**config.mk**
```make
export PLATFORM = sky130hd
export DESIGN_NAME = sensor_measure_command_decoder
export DESIGN_NICKNAME = d
export VERILOG_FILES = /design/src/core/sensor_measure_command_decoder.v
export VERILOG_INCLUDE_DIRS = /design/src /design/src/shared
export SDC_FILE = /design/constraint.sdc
export NUM_CORES = 1
export LEC_CHECK = 0
export ABC_AREA = 1
export ABC_CLOCK_PERIOD_IN_PS = 12280
export BUFFER_PORTS_ARGS = -buffer_cell sky130_fd_sc_hd__buf_2
export CAP_MARGIN = 20
export CORE_MARGIN = 10
export CORE_UTILIZATION = 40
export CTS_BUF_LIST = sky130_fd_sc_hd__clkbuf_4
export DETAILED_ROUTE_END_ITERATION = 12
export PLACE_DENSITY = 0.63
export SLEW_MARGIN = 40
export SYNTH_ARGS = -nofsm -noshare
export SYNTH_HDL_FRONTEND = slang
export SYNTH_SLANG_ARGS = --single-unit
```
**constraint.sdc**
```tcl
create_clock -name CLK -period 12.28 [get_ports CLK]
set_clock_uncertainty 0.05 [all_clocks]
set_input_delay 1.842 -clock CLK [delete_from_list [all_inputs] [get_ports CLK]]
set_output_delay 1.842 -clock CLK [all_outputs]
set_load 0.03 [all_outputs]
```
**src/shared/sensor_measure_command_decoder_regs.vh**
```
// constants of the measurement command decoder: command codes, memory
// addresses, status bit positions, phase indices and reset values
// assumes inclusion by bare name from the core design file
`ifndef SENSOR_MEASURE_COMMAND_DECODER_REGS_VH
`define SENSOR_MEASURE_COMMAND_DECODER_REGS_VH

// ==========================================
// command codes
`define CMD_OVERSAMPLE_4 8'hAD
`define CMD_OVERSAMPLE_8 8'hAE
`define CMD_OVERSAMPLE_16 8'hAF
`define CMD_SELECT_PRIMARY 8'hB0
`define CMD_SELECT_ALTERNATE 8'hB1
`define CMD_HALT_CYCLIC 8'hBF
`define CMD_RAW_HI 5'b1010_0
`define CMD_NOP_HI 4'hF

// ==========================================
// setup memory addresses
`define ADDR_PRIMARY_SETUP 6'h12
`define ADDR_ALTERNATE_SETUP 6'h16

// ==========================================
// status byte bit positions
`define STAT_POWERED 6
`define STAT_BUSY 5
`define STAT_MODE_LO 3
`define STAT_MEM_ERROR 2
`define STAT_SETUP_SEL 1
`define STAT_SATURATION 0

// ==========================================
// phase indices of a full measurement cycle
`define PH_AZ_SENSOR 2'h0
`define PH_SENSOR 2'h1
`define PH_AZ_TEMP 2'h2
`define PH_TEMP 2'h3

// ==========================================
// oversampling counts (minus one) and mean shifts
`define OVS4_LAST 4'h3
`define OVS8_LAST 4'h7
`define OVS16_LAST 4'hF
`define OVS4_SHIFT 3'h2
`define OVS8_SHIFT 3'h3
`define OVS16_SHIFT 3'h4

// ==========================================
// reset values and masks
`define RST_SETUP_SEL 1'b0
`define TEMP_ARG_MASK 16'h0FFF
`define DEF_TEMP_SETUP 16'h0000

`endif

```
**src/core/sensor_measure_command_decoder.v**
```verilog
// measurement command decoder: oversampled measure, setup selection,
// halt of cyclic operation, spi status poll and raw measurement commands
// assumes a framed command byte plus 16-bit argument, a setup memory read
// port, a phase sequencer and an external correction unit, all on CLK
`timescale 1ns/1ns
`default_nettype none
`include "sensor_measure_command_decoder_regs.vh"

module sensor_measure_command_decoder #(
  parameter [15:0] TEMP_SETUP = `DEF_TEMP_SETUP
) (
  input wire CLK,
  input wire NRST,
  input wire CMD_VALID,
  input wire [7:0] CMD_BYTE,
  input wire [15:0] CMD_ARG,
  input wire SPI_SEL,
  input wire [1:0] MODE_BITS,
  input wire MEM_ERROR,
  output reg MEM_RD,
  output reg [5:0] MEM_ADDR,
  input wire MEM_ACK,
  input wire [15:0] MEM_DATA,
  output reg PHASE_START,
  output reg [1:0] PHASE_SEL,
  output reg [15:0] PHASE_SETUP,
  input wire PHASE_DONE,
  input wire [23:0] PHASE_DATA,
  output reg CORR_START,
  input wire CORR_DONE,
  input wire [23:0] CORR_SENSOR,
  input wire [23:0] CORR_TEMP,
  input wire CORR_SAT,
  input wire CYCLIC_BEGIN,
  output reg CYCLIC_ACTIVE,
  output reg AFE_POWER,
  output reg SLEEP_REQ,
  output reg NOP_READ,
  output wire [7:0] STATUS,
  output reg [23:0] RESULT_SENSOR,
  output reg [23:0] RESULT_TEMP
);

  // ==========================================
  // states
  localparam [4:0] S_IDLE = 5'b00001;
  localparam [4:0] S_FETCH = 5'b00010;
  localparam [4:0] S_PHASE = 5'b00100;
  localparam [4:0] S_CORR = 5'b01000;
  localparam [4:0] S_DONE = 5'b10000;

  // ==========================================
  // reset release
  reg rst_meta_r;
  reg rst_sync_r;
  always @(posedge CLK or negedge NRST) begin
    if (!NRST) begin
      rst_meta_r <= 1'b0;
      rst_sync_r <= 1'b0;
    end else begin
      rst_meta_r <= 1'b1;
      rst_sync_r <= rst_meta_r;
    end
  end

  // ==========================================
  // helpers
  // first phase of a raw command: auto-zero first when bit 1 set
  function [1:0] raw_first;
    input [7:0] c;
    begin
      if (c[2])
        raw_first = c[1] ? `PH_AZ_TEMP : `PH_TEMP;
      else
        raw_first = c[1] ? `PH_AZ_SENSOR : `PH_SENSOR;
    end
  endfunction

  // ==========================================
  // state
  reg [4:0] state_r;
  reg busy_r;
  reg sel_r;
  reg sat_r;
  reg full_r;
  reg az_mode_r;
  reg [1:0] ph_r;
  reg [1:0] last_r;
  reg [3:0] cyc_r;
  reg [2:0] shift_r;
  reg [15:0] setup_r;
  reg [23:0] az_r;
  reg [27:0] acc_s_r;
  reg [27:0] acc_t_r;

  wire take = CMD_VALID && !busy_r && state_r == S_IDLE;
  wire is_raw = CMD_BYTE[7:3] == `CMD_RAW_HI;
  wire is_ovs = CMD_BYTE == `CMD_OVERSAMPLE_4 || CMD_BYTE == `CMD_OVERSAMPLE_8 ||
    CMD_BYTE == `CMD_OVERSAMPLE_16;
  wire [27:0] sum_s = acc_s_r + {4'h0, CORR_SENSOR};
  wire [27:0] sum_t = acc_t_r + {4'h0, CORR_TEMP};
  wire [27:0] mean_s = sum_s >> shift_r;
  wire [27:0] mean_t = sum_t >> shift_r;
  wire [1:0] ph_next = ph_r + 2'h1;
  // temperature phases of a full cycle use the fixed temperature setup
  wire [15:0] setup_for_next = (full_r && ph_next[1]) ? TEMP_SETUP : setup_r;
  wire [15:0] raw_setup = !CMD_BYTE[0] ? TEMP_SETUP :
    CMD_BYTE[2] ? (CMD_ARG & `TEMP_ARG_MASK) : CMD_ARG;

  assign STATUS = {1'b0, 1'b1, busy_r | CYCLIC_ACTIVE, MODE_BITS, MEM_ERROR, sel_r, sat_r};

  always @(posedge CLK or negedge rst_sync_r) begin
    if (!rst_sync_r) begin
      state_r <= S_IDLE;
      busy_r <= 1'b0;
      sel_r <= `RST_SETUP_SEL;
      sat_r <= 1'b0;
      full_r <= 1'b0;
      az_mode_r <= 1'b0;
      ph_r <= 2'h0;
      last_r <= 2'h0;
      cyc_r <= 4'h0;
      shift_r <= 3'h0;
      setup_r <= 16'h0000;
      az_r <= 24'h00_0000;
      acc_s_r <= 28'h000_0000;
      acc_t_r <= 28'h000_0000;
      MEM_RD <= 1'b0;
      MEM_ADDR <= 6'h00;
      PHASE_START <= 1'b0;
      PHASE_SEL <= 2'h0;
      PHASE_SETUP <= 16'h0000;
      CORR_START <= 1'b0;
      CYCLIC_ACTIVE <= 1'b0;
      AFE_POWER <= 1'b0;
      SLEEP_REQ <= 1'b0;
      NOP_READ <= 1'b0;
      RESULT_SENSOR <= 24'h00_0000;
      RESULT_TEMP <= 24'h00_0000;
    end else begin
      MEM_RD <= 1'b0;
      PHASE_START <= 1'b0;
      CORR_START <= 1'b0;
      SLEEP_REQ <= 1'b0;
      NOP_READ <= 1'b0;
      case (state_r)
        S_IDLE: begin
          if (take) begin
            if (is_ovs) begin
              busy_r <= 1'b1;
              sat_r <= 1'b0;
              full_r <= 1'b1;
              az_mode_r <= 1'b0;
              ph_r <= `PH_AZ_SENSOR;
              last_r <= `PH_TEMP;
              acc_s_r <= 28'h000_0000;
              acc_t_r <= 28'h000_0000;
              if (CMD_BYTE == `CMD_OVERSAMPLE_4) begin
                cyc_r <= `OVS4_LAST;
                shift_r <= `OVS4_SHIFT;
              end else if (CMD_BYTE == `CMD_OVERSAMPLE_8) begin
                cyc_r <= `OVS8_LAST;
                shift_r <= `OVS8_SHIFT;
              end else begin
                cyc_r <= `OVS16_LAST;
                shift_r <= `OVS16_SHIFT;
              end
              MEM_RD <= 1'b1;
              MEM_ADDR <= sel_r ? `ADDR_ALTERNATE_SETUP : `ADDR_PRIMARY_SETUP;
              AFE_POWER <= 1'b1;
              state_r <= S_FETCH;
            end else if (CMD_BYTE == `CMD_SELECT_PRIMARY) begin
              busy_r <= 1'b1;
              sat_r <= 1'b0;
              sel_r <= 1'b0;
              state_r <= S_DONE;
            end else if (CMD_BYTE == `CMD_SELECT_ALTERNATE) begin
              busy_r <= 1'b1;
              sat_r <= 1'b0;
              sel_r <= 1'b1;
              state_r <= S_DONE;
            end else if (CMD_BYTE == `CMD_HALT_CYCLIC) begin
              sat_r <= 1'b0;
              CYCLIC_ACTIVE <= 1'b0;
              AFE_POWER <= 1'b0;
              SLEEP_REQ <= 1'b1;
            end else if (CMD_BYTE[7:4] == `CMD_NOP_HI && SPI_SEL) begin
              NOP_READ <= 1'b1;
            end else if (is_raw) begin
              busy_r <= 1'b1;
              sat_r <= 1'b0;
              full_r <= 1'b0;
              az_mode_r <= CMD_BYTE[1];
              ph_r <= raw_first(CMD_BYTE);
              last_r <= CMD_BYTE[2] ? `PH_TEMP : `PH_SENSOR;
              AFE_POWER <= 1'b1;
              if (CMD_BYTE[0] || CMD_BYTE[2]) begin
                setup_r <= raw_setup;
                PHASE_SETUP <= raw_setup;
                PHASE_SEL <= raw_first(CMD_BYTE);
                PHASE_START <= 1'b1;
                state_r <= S_PHASE;
              end else begin
                MEM_RD <= 1'b1;
                MEM_ADDR <= sel_r ? `ADDR_ALTERNATE_SETUP : `ADDR_PRIMARY_SETUP;
                state_r <= S_FETCH;
              end
            end
          end
        end
        S_FETCH: begin
          if (MEM_ACK) begin
            setup_r <= MEM_DATA;
            PHASE_SETUP <= MEM_DATA;
            PHASE_SEL <= ph_r;
            PHASE_START <= 1'b1;
            state_r <= S_PHASE;
          end
        end
        S_PHASE: begin
          if (PHASE_DONE) begin
            if (ph_r == `PH_AZ_SENSOR || ph_r == `PH_AZ_TEMP)
              az_r <= PHASE_DATA;
            if (ph_r == last_r) begin
              if (full_r) begin
                CORR_START <= 1'b1;
                state_r <= S_CORR;
              end else begin
                // 24-bit wrap of the offset-corrected raw value
                RESULT_SENSOR <= az_mode_r ? PHASE_DATA - az_r : PHASE_DATA;
                RESULT_TEMP <= 24'h00_0000;
                state_r <= S_DONE;
              end
            end else begin
              ph_r <= ph_next;
              PHASE_SEL <= ph_next;
              PHASE_SETUP <= setup_for_next;
              PHASE_START <= 1'b1;
            end
          end
        end
        S_CORR: begin
          if (CORR_DONE) begin
            sat_r <= sat_r | CORR_SAT;
            if (cyc_r == 4'h0) begin
              RESULT_SENSOR <= mean_s[23:0];
              RESULT_TEMP <= mean_t[23:0];
              state_r <= S_DONE;
            end else begin
              acc_s_r <= sum_s;
              acc_t_r <= sum_t;
              cyc_r <= cyc_r - 4'h1;
              ph_r <= `PH_AZ_SENSOR;
              PHASE_SEL <= `PH_AZ_SENSOR;
              PHASE_SETUP <= setup_r;
              PHASE_START <= 1'b1;
              state_r <= S_PHASE;
            end
          end
        end
        S_DONE: begin
          busy_r <= 1'b0;
          if (!CYCLIC_ACTIVE && !CYCLIC_BEGIN)
            AFE_POWER <= 1'b0;
          state_r <= S_IDLE;
        end
        default: begin
          state_r <= S_IDLE;
        end
      endcase
      if (CYCLIC_BEGIN) begin
        CYCLIC_ACTIVE <= 1'b1;
        AFE_POWER <= 1'b1;
      end
    end
  end

endmodule // sensor_measure_command_decoder
`default_nettype wire

```
=== Word level (Yosys, flattened, before mapping) ===
Cells that the tools add are included.

* Bits in registers: 198
* Bits of input ports: 124
* Output and inout bits: 87
* Logic and storage cells: 322

* Add/subtract/negate cells: 5
* Equality and inequality tests: 56
* Shift operators: 2
* Muxes and demuxes: 187
* Bitwise gates (word level): 3
* Reductions and logical operators: 41

{| class="wikitable"
|+ Operators with widths
! kind !! number
|-
| 24-bit two-way mux || 11
|-
| 16-bit two-way mux || 16
|-
| 28-bit two-way mux || 6
|-
| 28-bit one-hot mux with 2 select lines || 2
|-
| 24-bit one-hot mux with 2 select lines || 2
|-
| 1-bit two-way mux || 82
|-
| 5-bit two-way mux || 13
|-
| 16-bit one-hot mux with 4 select lines || 1
|-
| 28-bit by 24-bit adder with 28-bit output || 2
|-
| 2-bit two-way mux || 28
|-
| 28-bit by 3-bit >> shifter with 24-bit output || 2
|-
| 8-bit == test, second input constant || 6
|-
| 2-bit inequality test, second input constant || 24
|-
| 6-bit two-way mux || 7
|-
| 16-bit one-hot mux with 2 select lines || 1
|-
| 4-bit two-way mux || 6
|-
| 24-bit subtractor || 1
|-
| 3-bit inequality test, second input constant || 7
|-
| 5-bit one-hot mux with 4 select lines || 1
|-
| 2-bit nonzero test || 9
|-
| 8-bit AND reduction || 2
|-
| 5-bit inequality test, second input constant || 3
|-
| 5-bit AND reduction || 3
|-
| 14-bit AND reduction || 1
|-
| 37 further kinds || 58
|}

=== Depth between registers and ports, before layout ===
* Depth after elaboration: 11
* Gate-level depth with buffers: 18
* Mapped depth without buffers: 18

=== Worst setup path before layout ===
OpenSTA, ideal clock, no wires.

* Path type: input to register
* Start point: input port PHASE_DATA[0]
* End point: register RESULT_SENSOR[16]
* Setup time: 0.121 ns
* Arrival time: 3.755 ns
* Required time: 12.109 ns
* Path slack: 8.354 ns
* Stages: 12
* Buffers on the path: 0
* Path through: inv_1 -> ha_1 -> fa_1 -> o21ai_0 -> a21boi_0 -> o21ai_0 -> nand2_1 -> nand2_1 -> xnor2_1 -> nand2_1 -> a21boi_1 -> nand2_1

* Cells in the longest elaborated chain, start to end: 6

{| class="wikitable"
|+ RTL lines
! what !! line !! source
|-
| start, declared || sensor_measure_command_decoder.v:28 || <nowiki>input wire [23:0] PHASE_DATA,</nowiki>
|-
| 24-bit subtractor || sensor_measure_command_decoder.v:230 || <nowiki>RESULT_SENSOR <= az_mode_r ? PHASE_DATA - az_r : PHASE_DATA;</nowiki>
|-
| 24-bit two-way mux || sensor_measure_command_decoder.v:230 ||
|-
| 24-bit two-way mux || sensor_measure_command_decoder.v:225 || <nowiki>if (full_r) begin</nowiki>
|-
| 24-bit two-way mux || sensor_measure_command_decoder.v:224 || <nowiki>if (ph_r == last_r) begin</nowiki>
|-
| 24-bit two-way mux || sensor_measure_command_decoder.v:221 || <nowiki>if (PHASE_DONE) begin</nowiki>
|-
| 24-bit one-hot mux with 2 select lines || sensor_measure_command_decoder.v:146 || <nowiki>case (state_r)</nowiki>
|-
| end signal, assigned || sensor_measure_command_decoder.v:230 ||
|-
| end signal, assigned || sensor_measure_command_decoder.v:246 || <nowiki>RESULT_SENSOR <= mean_s[23:0];</nowiki>
|-
| end, declared || sensor_measure_command_decoder.v:40 || <nowiki>output reg [23:0] RESULT_SENSOR,</nowiki>
|}

No other way between the ends. The select of a mux whose other input is x is not followed.
A chain may end at the register's enable or synchronous reset.

=== Final worst setup path ===
* Start point: input port CMD_BYTE[1]
* End point: register acc_t_r[26]

* Cells in the longest elaborated chain, start to end: 5
* Elaborated cells between the ends (all ways): 7
* Classes of those cells: eq/ne (4); reduce/logical (3)

{| class="wikitable"
|+ RTL lines
! what !! line !! source
|-
| start, declared || sensor_measure_command_decoder.v:15 || <nowiki>input wire [7:0] CMD_BYTE,</nowiki>
|-
| 8-bit == test (no source line) || -- ||
|-
| 1-bit logical OR (no source line) || -- ||
|-
| 1-bit logical OR (no source line) (*) || -- ||
|-
| 2-bit inequality test (no source line) (*) || -- ||
|-
| 5-bit AND reduction (no source line) (*) || -- ||
|-
| end signal, assigned || sensor_measure_command_decoder.v:251 || <nowiki>acc_t_r <= sum_t;</nowiki>
|-
| end, declared || sensor_measure_command_decoder.v:94 || <nowiki>reg [27:0] acc_t_r;</nowiki>
|}

Every way passes the cells marked *; elsewhere a longest branch is shown, timed or not.

==> flow_summary.html <==
<table>
<tr><th>Metric</th><th>Value</th></tr>
<tr><th colspan="2">Yosys</th></tr>
<tr><td>Synth Cell Area</td><td>15300 um2</td></tr>
<tr><td>Sequential-to-total area share from yosys stat</td><td>31.8%</td></tr>
<tr><td>Yosys top cell area share</td><td>31.6%</td></tr>
<tr><td>Leading register cell type out of synthesis</td><td>sky130_fd_sc_hd__dfrtp_1</td></tr>
<tr><td>Cell variety after synth</td><td>56</td></tr>
<tr><td>Fraction of registers with async set or reset after synthesis</td><td>100%</td></tr>
<tr><td>Count of mapped cells out of synthesis</td><td>2340</td></tr>
<tr><td>Syn avg cell area</td><td>6.54 um2</td></tr>
<tr><td>Count leader, synth</td><td>sky130_fd_sc_hd__nand2_1</td></tr>
<tr><td>Flip-flop and latch count after synthesis</td><td>194</td></tr>
<tr><td>Most area-consuming cells after synthesis</td><td>sky130_fd_sc_hd__dfrtp_1 32%, sky130_fd_sc_hd__nand2_1 16%, sky130_fd_sc_hd__nand3_1 11%</td></tr>
<tr><td>Top cell types by occurrence after synthesis</td><td>672 x sky130_fd_sc_hd__nand2_1, 328 x sky130_fd_sc_hd__nand3_1, 277 x sky130_fd_sc_hd__inv_1</td></tr>
<tr><td>EDFF count, synth</td><td>0</td></tr>
<tr><td>Largest area contributor in the netlist</td><td>sky130_fd_sc_hd__dfrtp_1</td></tr>
<tr><td>Yosys warning count</td><td>0</td></tr>
<tr><th colspan="2">Routing</th></tr>
<tr><td>Initial DRC Count</td><td>1214</td></tr>
<tr><td>Count of vias placed by the detailed router</td><td>16000</td></tr>
<tr><td>Mean routed wirelength per cell</td><td>17.5 um</td></tr>
<tr><td>Post-DR vias/cell</td><td>5.30</td></tr>
<tr><td>ANT nets after route</td><td>0</td></tr>
<tr><td>Drc violations</td><td>0</td></tr>
<tr><td>Total wirelength of the detailed-routed design</td><td>52800 um</td></tr>
<tr><td>Iteration count of the initial detailed-routing pass</td><td>6</td></tr>
<tr><th colspan="2">Setup path</th></tr>
<tr><td>Setup crit end kind</td><td>register</td></tr>
<tr><td>Slowest-stage cell, CP</td><td>sky130_fd_sc_hd__buf_4</td></tr>
<tr><td>Signal arrival time at the worst endpoint</td><td>4.93 ns</td></tr>
<tr><td>Type of element launching the critical path</td><td>input port</td></tr>
<tr><td>Biggest fanout along the worst timing path</td><td>51</td></tr>
<tr><td>Chain of cells forming the critical path</td><td>buf_2, inv_1, a21oi_1, and2_1, nor2_1, inv_1, nand3_2, buf_4, inv_2, nand2_2, buf_4, inv_2, nand3_1, o21ai_0</td></tr>
<tr><td>Worst setup path start</td><td>CMD_BYTE[1]</td></tr>
<tr><td>Category of the most critical setup path</td><td>in -&gt; reg</td></tr>
<tr><td>Largest stage delay on the critical path</td><td>0.55 ns</td></tr>
<tr><td>Launch point of the worst reg-to-reg path</td><td>state_r[0]$_DFFE_PN1P_</td></tr>
<tr><td>Required time worst endpoint</td><td>12.80 ns</td></tr>
<tr><th colspan="2">Placed design</th></tr>
<tr><td>Cell area after placement</td><td>16600 um2</td></tr>
<tr><td>Total of buffers placed on input and output ports</td><td>199</td></tr>
<tr><td>Detailed placer's ending HPWL</td><td>41200 um</td></tr>
<tr><td>GPL Wtd Cong</td><td>0.949</td></tr>
<tr><th colspan="2">Run</th></tr>
<tr><td>Maximum Capacitance Violations</td><td>0</td></tr>
<tr><th colspan="2">CTS</th></tr>
<tr><td>Post-CTS setup buffer count</td><td>0</td></tr>
<tr><td>Master cell of the clock root buffer</td><td>sky130_fd_sc_hd__clkbuf_4</td></tr>
<tr><td>Maximum count of clock buffers along a single path</td><td>2</td></tr>
<tr><td>Clock sinks</td><td>194</td></tr>
<tr><td>Number of H-tree levels</td><td>4</td></tr>
<tr><td>Post_cts resized</td><td>0</td></tr>
<tr><td>TritonCTS clock tree</td><td>built</td></tr>
<tr><td>Clock latency at the later pin of the worst-skew pair</td><td>0.68 ns</td></tr>
<tr><td>CTS buffer count</td><td>17</td></tr>
<tr><td>Cts-stage hold buffer count</td><td>0</td></tr>
<tr><td>Clock input transition at the sequential cells of the worst setup and hold paths</td><td>0.19 ns</td></tr>
<tr><th colspan="2">Floorplanning</th></tr>
<tr><td>Die area</td><td>46500 um2</td></tr>
<tr><td>Count of boundary I/O pins</td><td>211</td></tr>
<tr><td>Std cell rows</td><td>71</td></tr>
<tr><td>Area of the core</td><td>37700 um2</td></tr>
<tr><td>Initial Util</td><td>40.6%</td></tr>
<tr><td>Horizontal die dimension</td><td>216 um</td></tr>
<tr><td>Y dimension of the die</td><td>216 um</td></tr>
<tr><th colspan="2">Power and ir drop</th></tr>
<tr><td>Worst IR drop on VDD</td><td>0.000108 V</td></tr>
<tr><td>Pwr dens</td><td>132 nW/um2</td></tr>
<tr><td>Leakage power total</td><td>9.20 nW</td></tr>
<tr><td>Total power consumption of the routed design</td><td>2.23 mW</td></tr>
<tr><th colspan="2">Finish</th></tr>
<tr><td>Area used by multi-input combinational logic</td><td>8950 um2</td></tr>
<tr><td>Storage element area</td><td>4860 um2</td></tr>
<tr><td>Ratio of cells with drive above 1 in the final layout</td><td>11.4%</td></tr>
<tr><td>Layout overhead on the synthesized area</td><td>10.8%</td></tr>
<tr><td>Final-stage net count</td><td>2687</td></tr>
<tr><td>Number of filler cells placed in the layout</td><td>4077</td></tr>
<tr><td>Area of all placed cells without fillers</td><td>16900 um2</td></tr>
<tr><th colspan="2">Hold path</th></tr>
<tr><td>Class of the tightest hold or removal check</td><td>reg -&gt; reg</td></tr>
<tr><td>Worst min-delay path startpoint</td><td>rst_meta_r$_DFF_PN0_</td></tr>
<tr><th colspan="2">Timing</th></tr>
<tr><td>Final Slew Violations</td><td>0</td></tr>
<tr><td>Setup_tns</td><td>0 ns</td></tr>
<tr><td>FMAX</td><td>227 MHz</td></tr>
<tr><td>Worst-Margin Slew</td><td>0.820 ns</td></tr>
<tr><td>Final Hold Vio Count</td><td>0</td></tr>
<tr><td>Unrepaired setup endpoints after global routing</td><td>false</td></tr>
<tr><td>Max transition margin</td><td>45.3%</td></tr>
<tr><td>Period utilisation layout</td><td>35.9%</td></tr>
<tr><td>Setup Viol. Count Final</td><td>0</td></tr>
<tr><td>Final period demand of the worst path</td><td>4.41 ns</td></tr>
<tr><th colspan="2">GRT</th></tr>
<tr><td>Initial antenna violation count</td><td>2</td></tr>
<tr><td>Global-route wire length before repair</td><td>84100 um</td></tr>
<tr><td>Largest net degree at the start of global routing</td><td>77</td></tr>
<tr><td>GRT Residual Overflow</td><td>0</td></tr>
<tr><td>Vias in the first global route</td><td>15800</td></tr>
<tr><td>Gr usage total</td><td>22.2%</td></tr>
<tr><th colspan="2">Outcome</th></tr>
<tr><td>Result of the run</td><td>finished clean</td></tr>
</table>
## cells by family (layout without fill, tap and decap cells)
group,after synthesis,count (layout),synth area share [%]
xor+xnor,29,29,1.66
compound gates,413,413,15.3
other cells,2,7,0.0491
buf+inv,381,536,9.92
simple gates,1241,1241,34.7
mux,3,3,0.205
flops,194,194,31.8
fa+ha+maj,77,77,6.45
## worst paths after layout
| path | end | slack (ns) | cells after the start |
|---|---|---|---|
| setup / recovery | acc_t_r[26]$_DFFE_PN0P_ | 7.87 | 14 |
| hold / removal | rst_sync_r$_DFF_PN0_ | 0.33 | 0 |
| setup reg to reg | acc_t_r[26]$_DFFE_PN0P_ | 8.13 | 15 |
| hold reg to reg | rst_sync_r$_DFF_PN0_ | 0.33 | 0 |
| max in group asynchronous | az_mode_r$_DFFE_PN0P_ | 10.62 | 1 |
| min in group asynchronous | RESULT_TEMP[2]$_DFFE_PN0P_ | 0.34 | 0 |
## flip-flops by register name (all words and copies together), names as in the netlist, 2 cells and up
| signal | count |
|---|---|
| MEM_ADDR | 2 |
| last_r | 2 |
| state_r | 5 |
| RESULT_TEMP | 24 |
| shift_r | 3 |
| az_r | 24 |
| PHASE_SEL | 2 |
| cyc_r | 4 |
| RESULT_SENSOR | 24 |
| setup_r | 16 |
| ph_r | 2 |
| PHASE_SETUP | 16 |
| acc_s_r | 28 |
| acc_t_r | 28 |
## area by class of cell
| class | count | area share [%] |
|---|---|---|
| Antenna cell | 1 | 0.0148 |
| Clock buffer | 17 | 0.753 |
| Clock inverter | 15 | 0.960 |
| Inverter | 291 | 6.45 |
| Multi-Input combinational cell | 1769 | 52.8 |
| Sequential cell | 194 | 28.7 |
| Tap cell | 511 | 3.77 |
| Timing Repair Buffer | 213 | 6.54 |
## per-layer routing
| layer | wire (um) | vias up | global-route usage [%] |
|---|---|---|---|
| li1 | - | 7989 | - |
| met1 | 23300 | 7425 | 27.8 |
| met2 | 24800 | 458 | 37.2 |
| met3 | 2930 | 95 | 4.46 |
| met4 | 1760 | 2 | 8.28 |
| met5 | 13 | - | 0 |
## report_power, final
part	internal, mW	switching, mW	total [mW]
sequential	0.771	0.0966	0.867
combinational	0.316	0.668	0.983
clock	0.0946	0.285	0.379
total	1.18	1.05	2.23
## critical path: cells and delay by family
family,cells,cell delay (ns)
AND/OR/NAND/NOR,5,0.80
buffers and inverters,7,2.05
AO/OA/AOI/OAI,2,0.18
## per-stage QoR
| step | worst slack [ns] | cells | hold slack [ns] | util [%] |
|---|---|---|---|---|
| floorplan | 6.43 | 2344 | 0.281 | - |
| global placement | 7.28 | 2978 | 0.286 | 44.2 |
| detailed placement | 7.24 | 2978 | 0.289 | 44.2 |
| CTS | 7.98 | 3010 | 0.330 | 45.0 |
| global route | 7.77 | 3011 | 0.338 | 45.0 |
| finish | 7.87 | 3011 | 0.326 | 45.0 |
## layout by cell type (no fill, tap or decap), types with 8 or more instances in the layout
cell type / instances
sky130_fd_sc_hd__nand2_1: 671
sky130_fd_sc_hd__nand3_1: 328
sky130_fd_sc_hd__inv_1: 276
sky130_fd_sc_hd__buf_2: 199
sky130_fd_sc_hd__dfrtp_1: 191
sky130_fd_sc_hd__nor2_1: 151
sky130_fd_sc_hd__o21ai_0: 146
sky130_fd_sc_hd__a21oi_1: 143
sky130_fd_sc_hd__ha_1: 74
sky130_fd_sc_hd__nand4_1: 23
sky130_fd_sc_hd__nor3_1: 23
sky130_fd_sc_hd__o21ai_1: 19
sky130_fd_sc_hd__xnor2_1: 18
sky130_fd_sc_hd__a21o_1: 17
sky130_fd_sc_hd__a22oi_1: 17
sky130_fd_sc_hd__clkbuf_4: 17
sky130_fd_sc_hd__o211ai_1: 16
sky130_fd_sc_hd__inv_2: 14
sky130_fd_sc_hd__buf_4: 12
sky130_fd_sc_hd__or2_2: 11
sky130_fd_sc_hd__xor2_1: 11
sky130_fd_sc_hd__a31oi_1: 9
sky130_fd_sc_hd__nand3b_1: 8
sky130_fd_sc_hd__a21boi_0: 8
(Power assumes the default switching activity.)
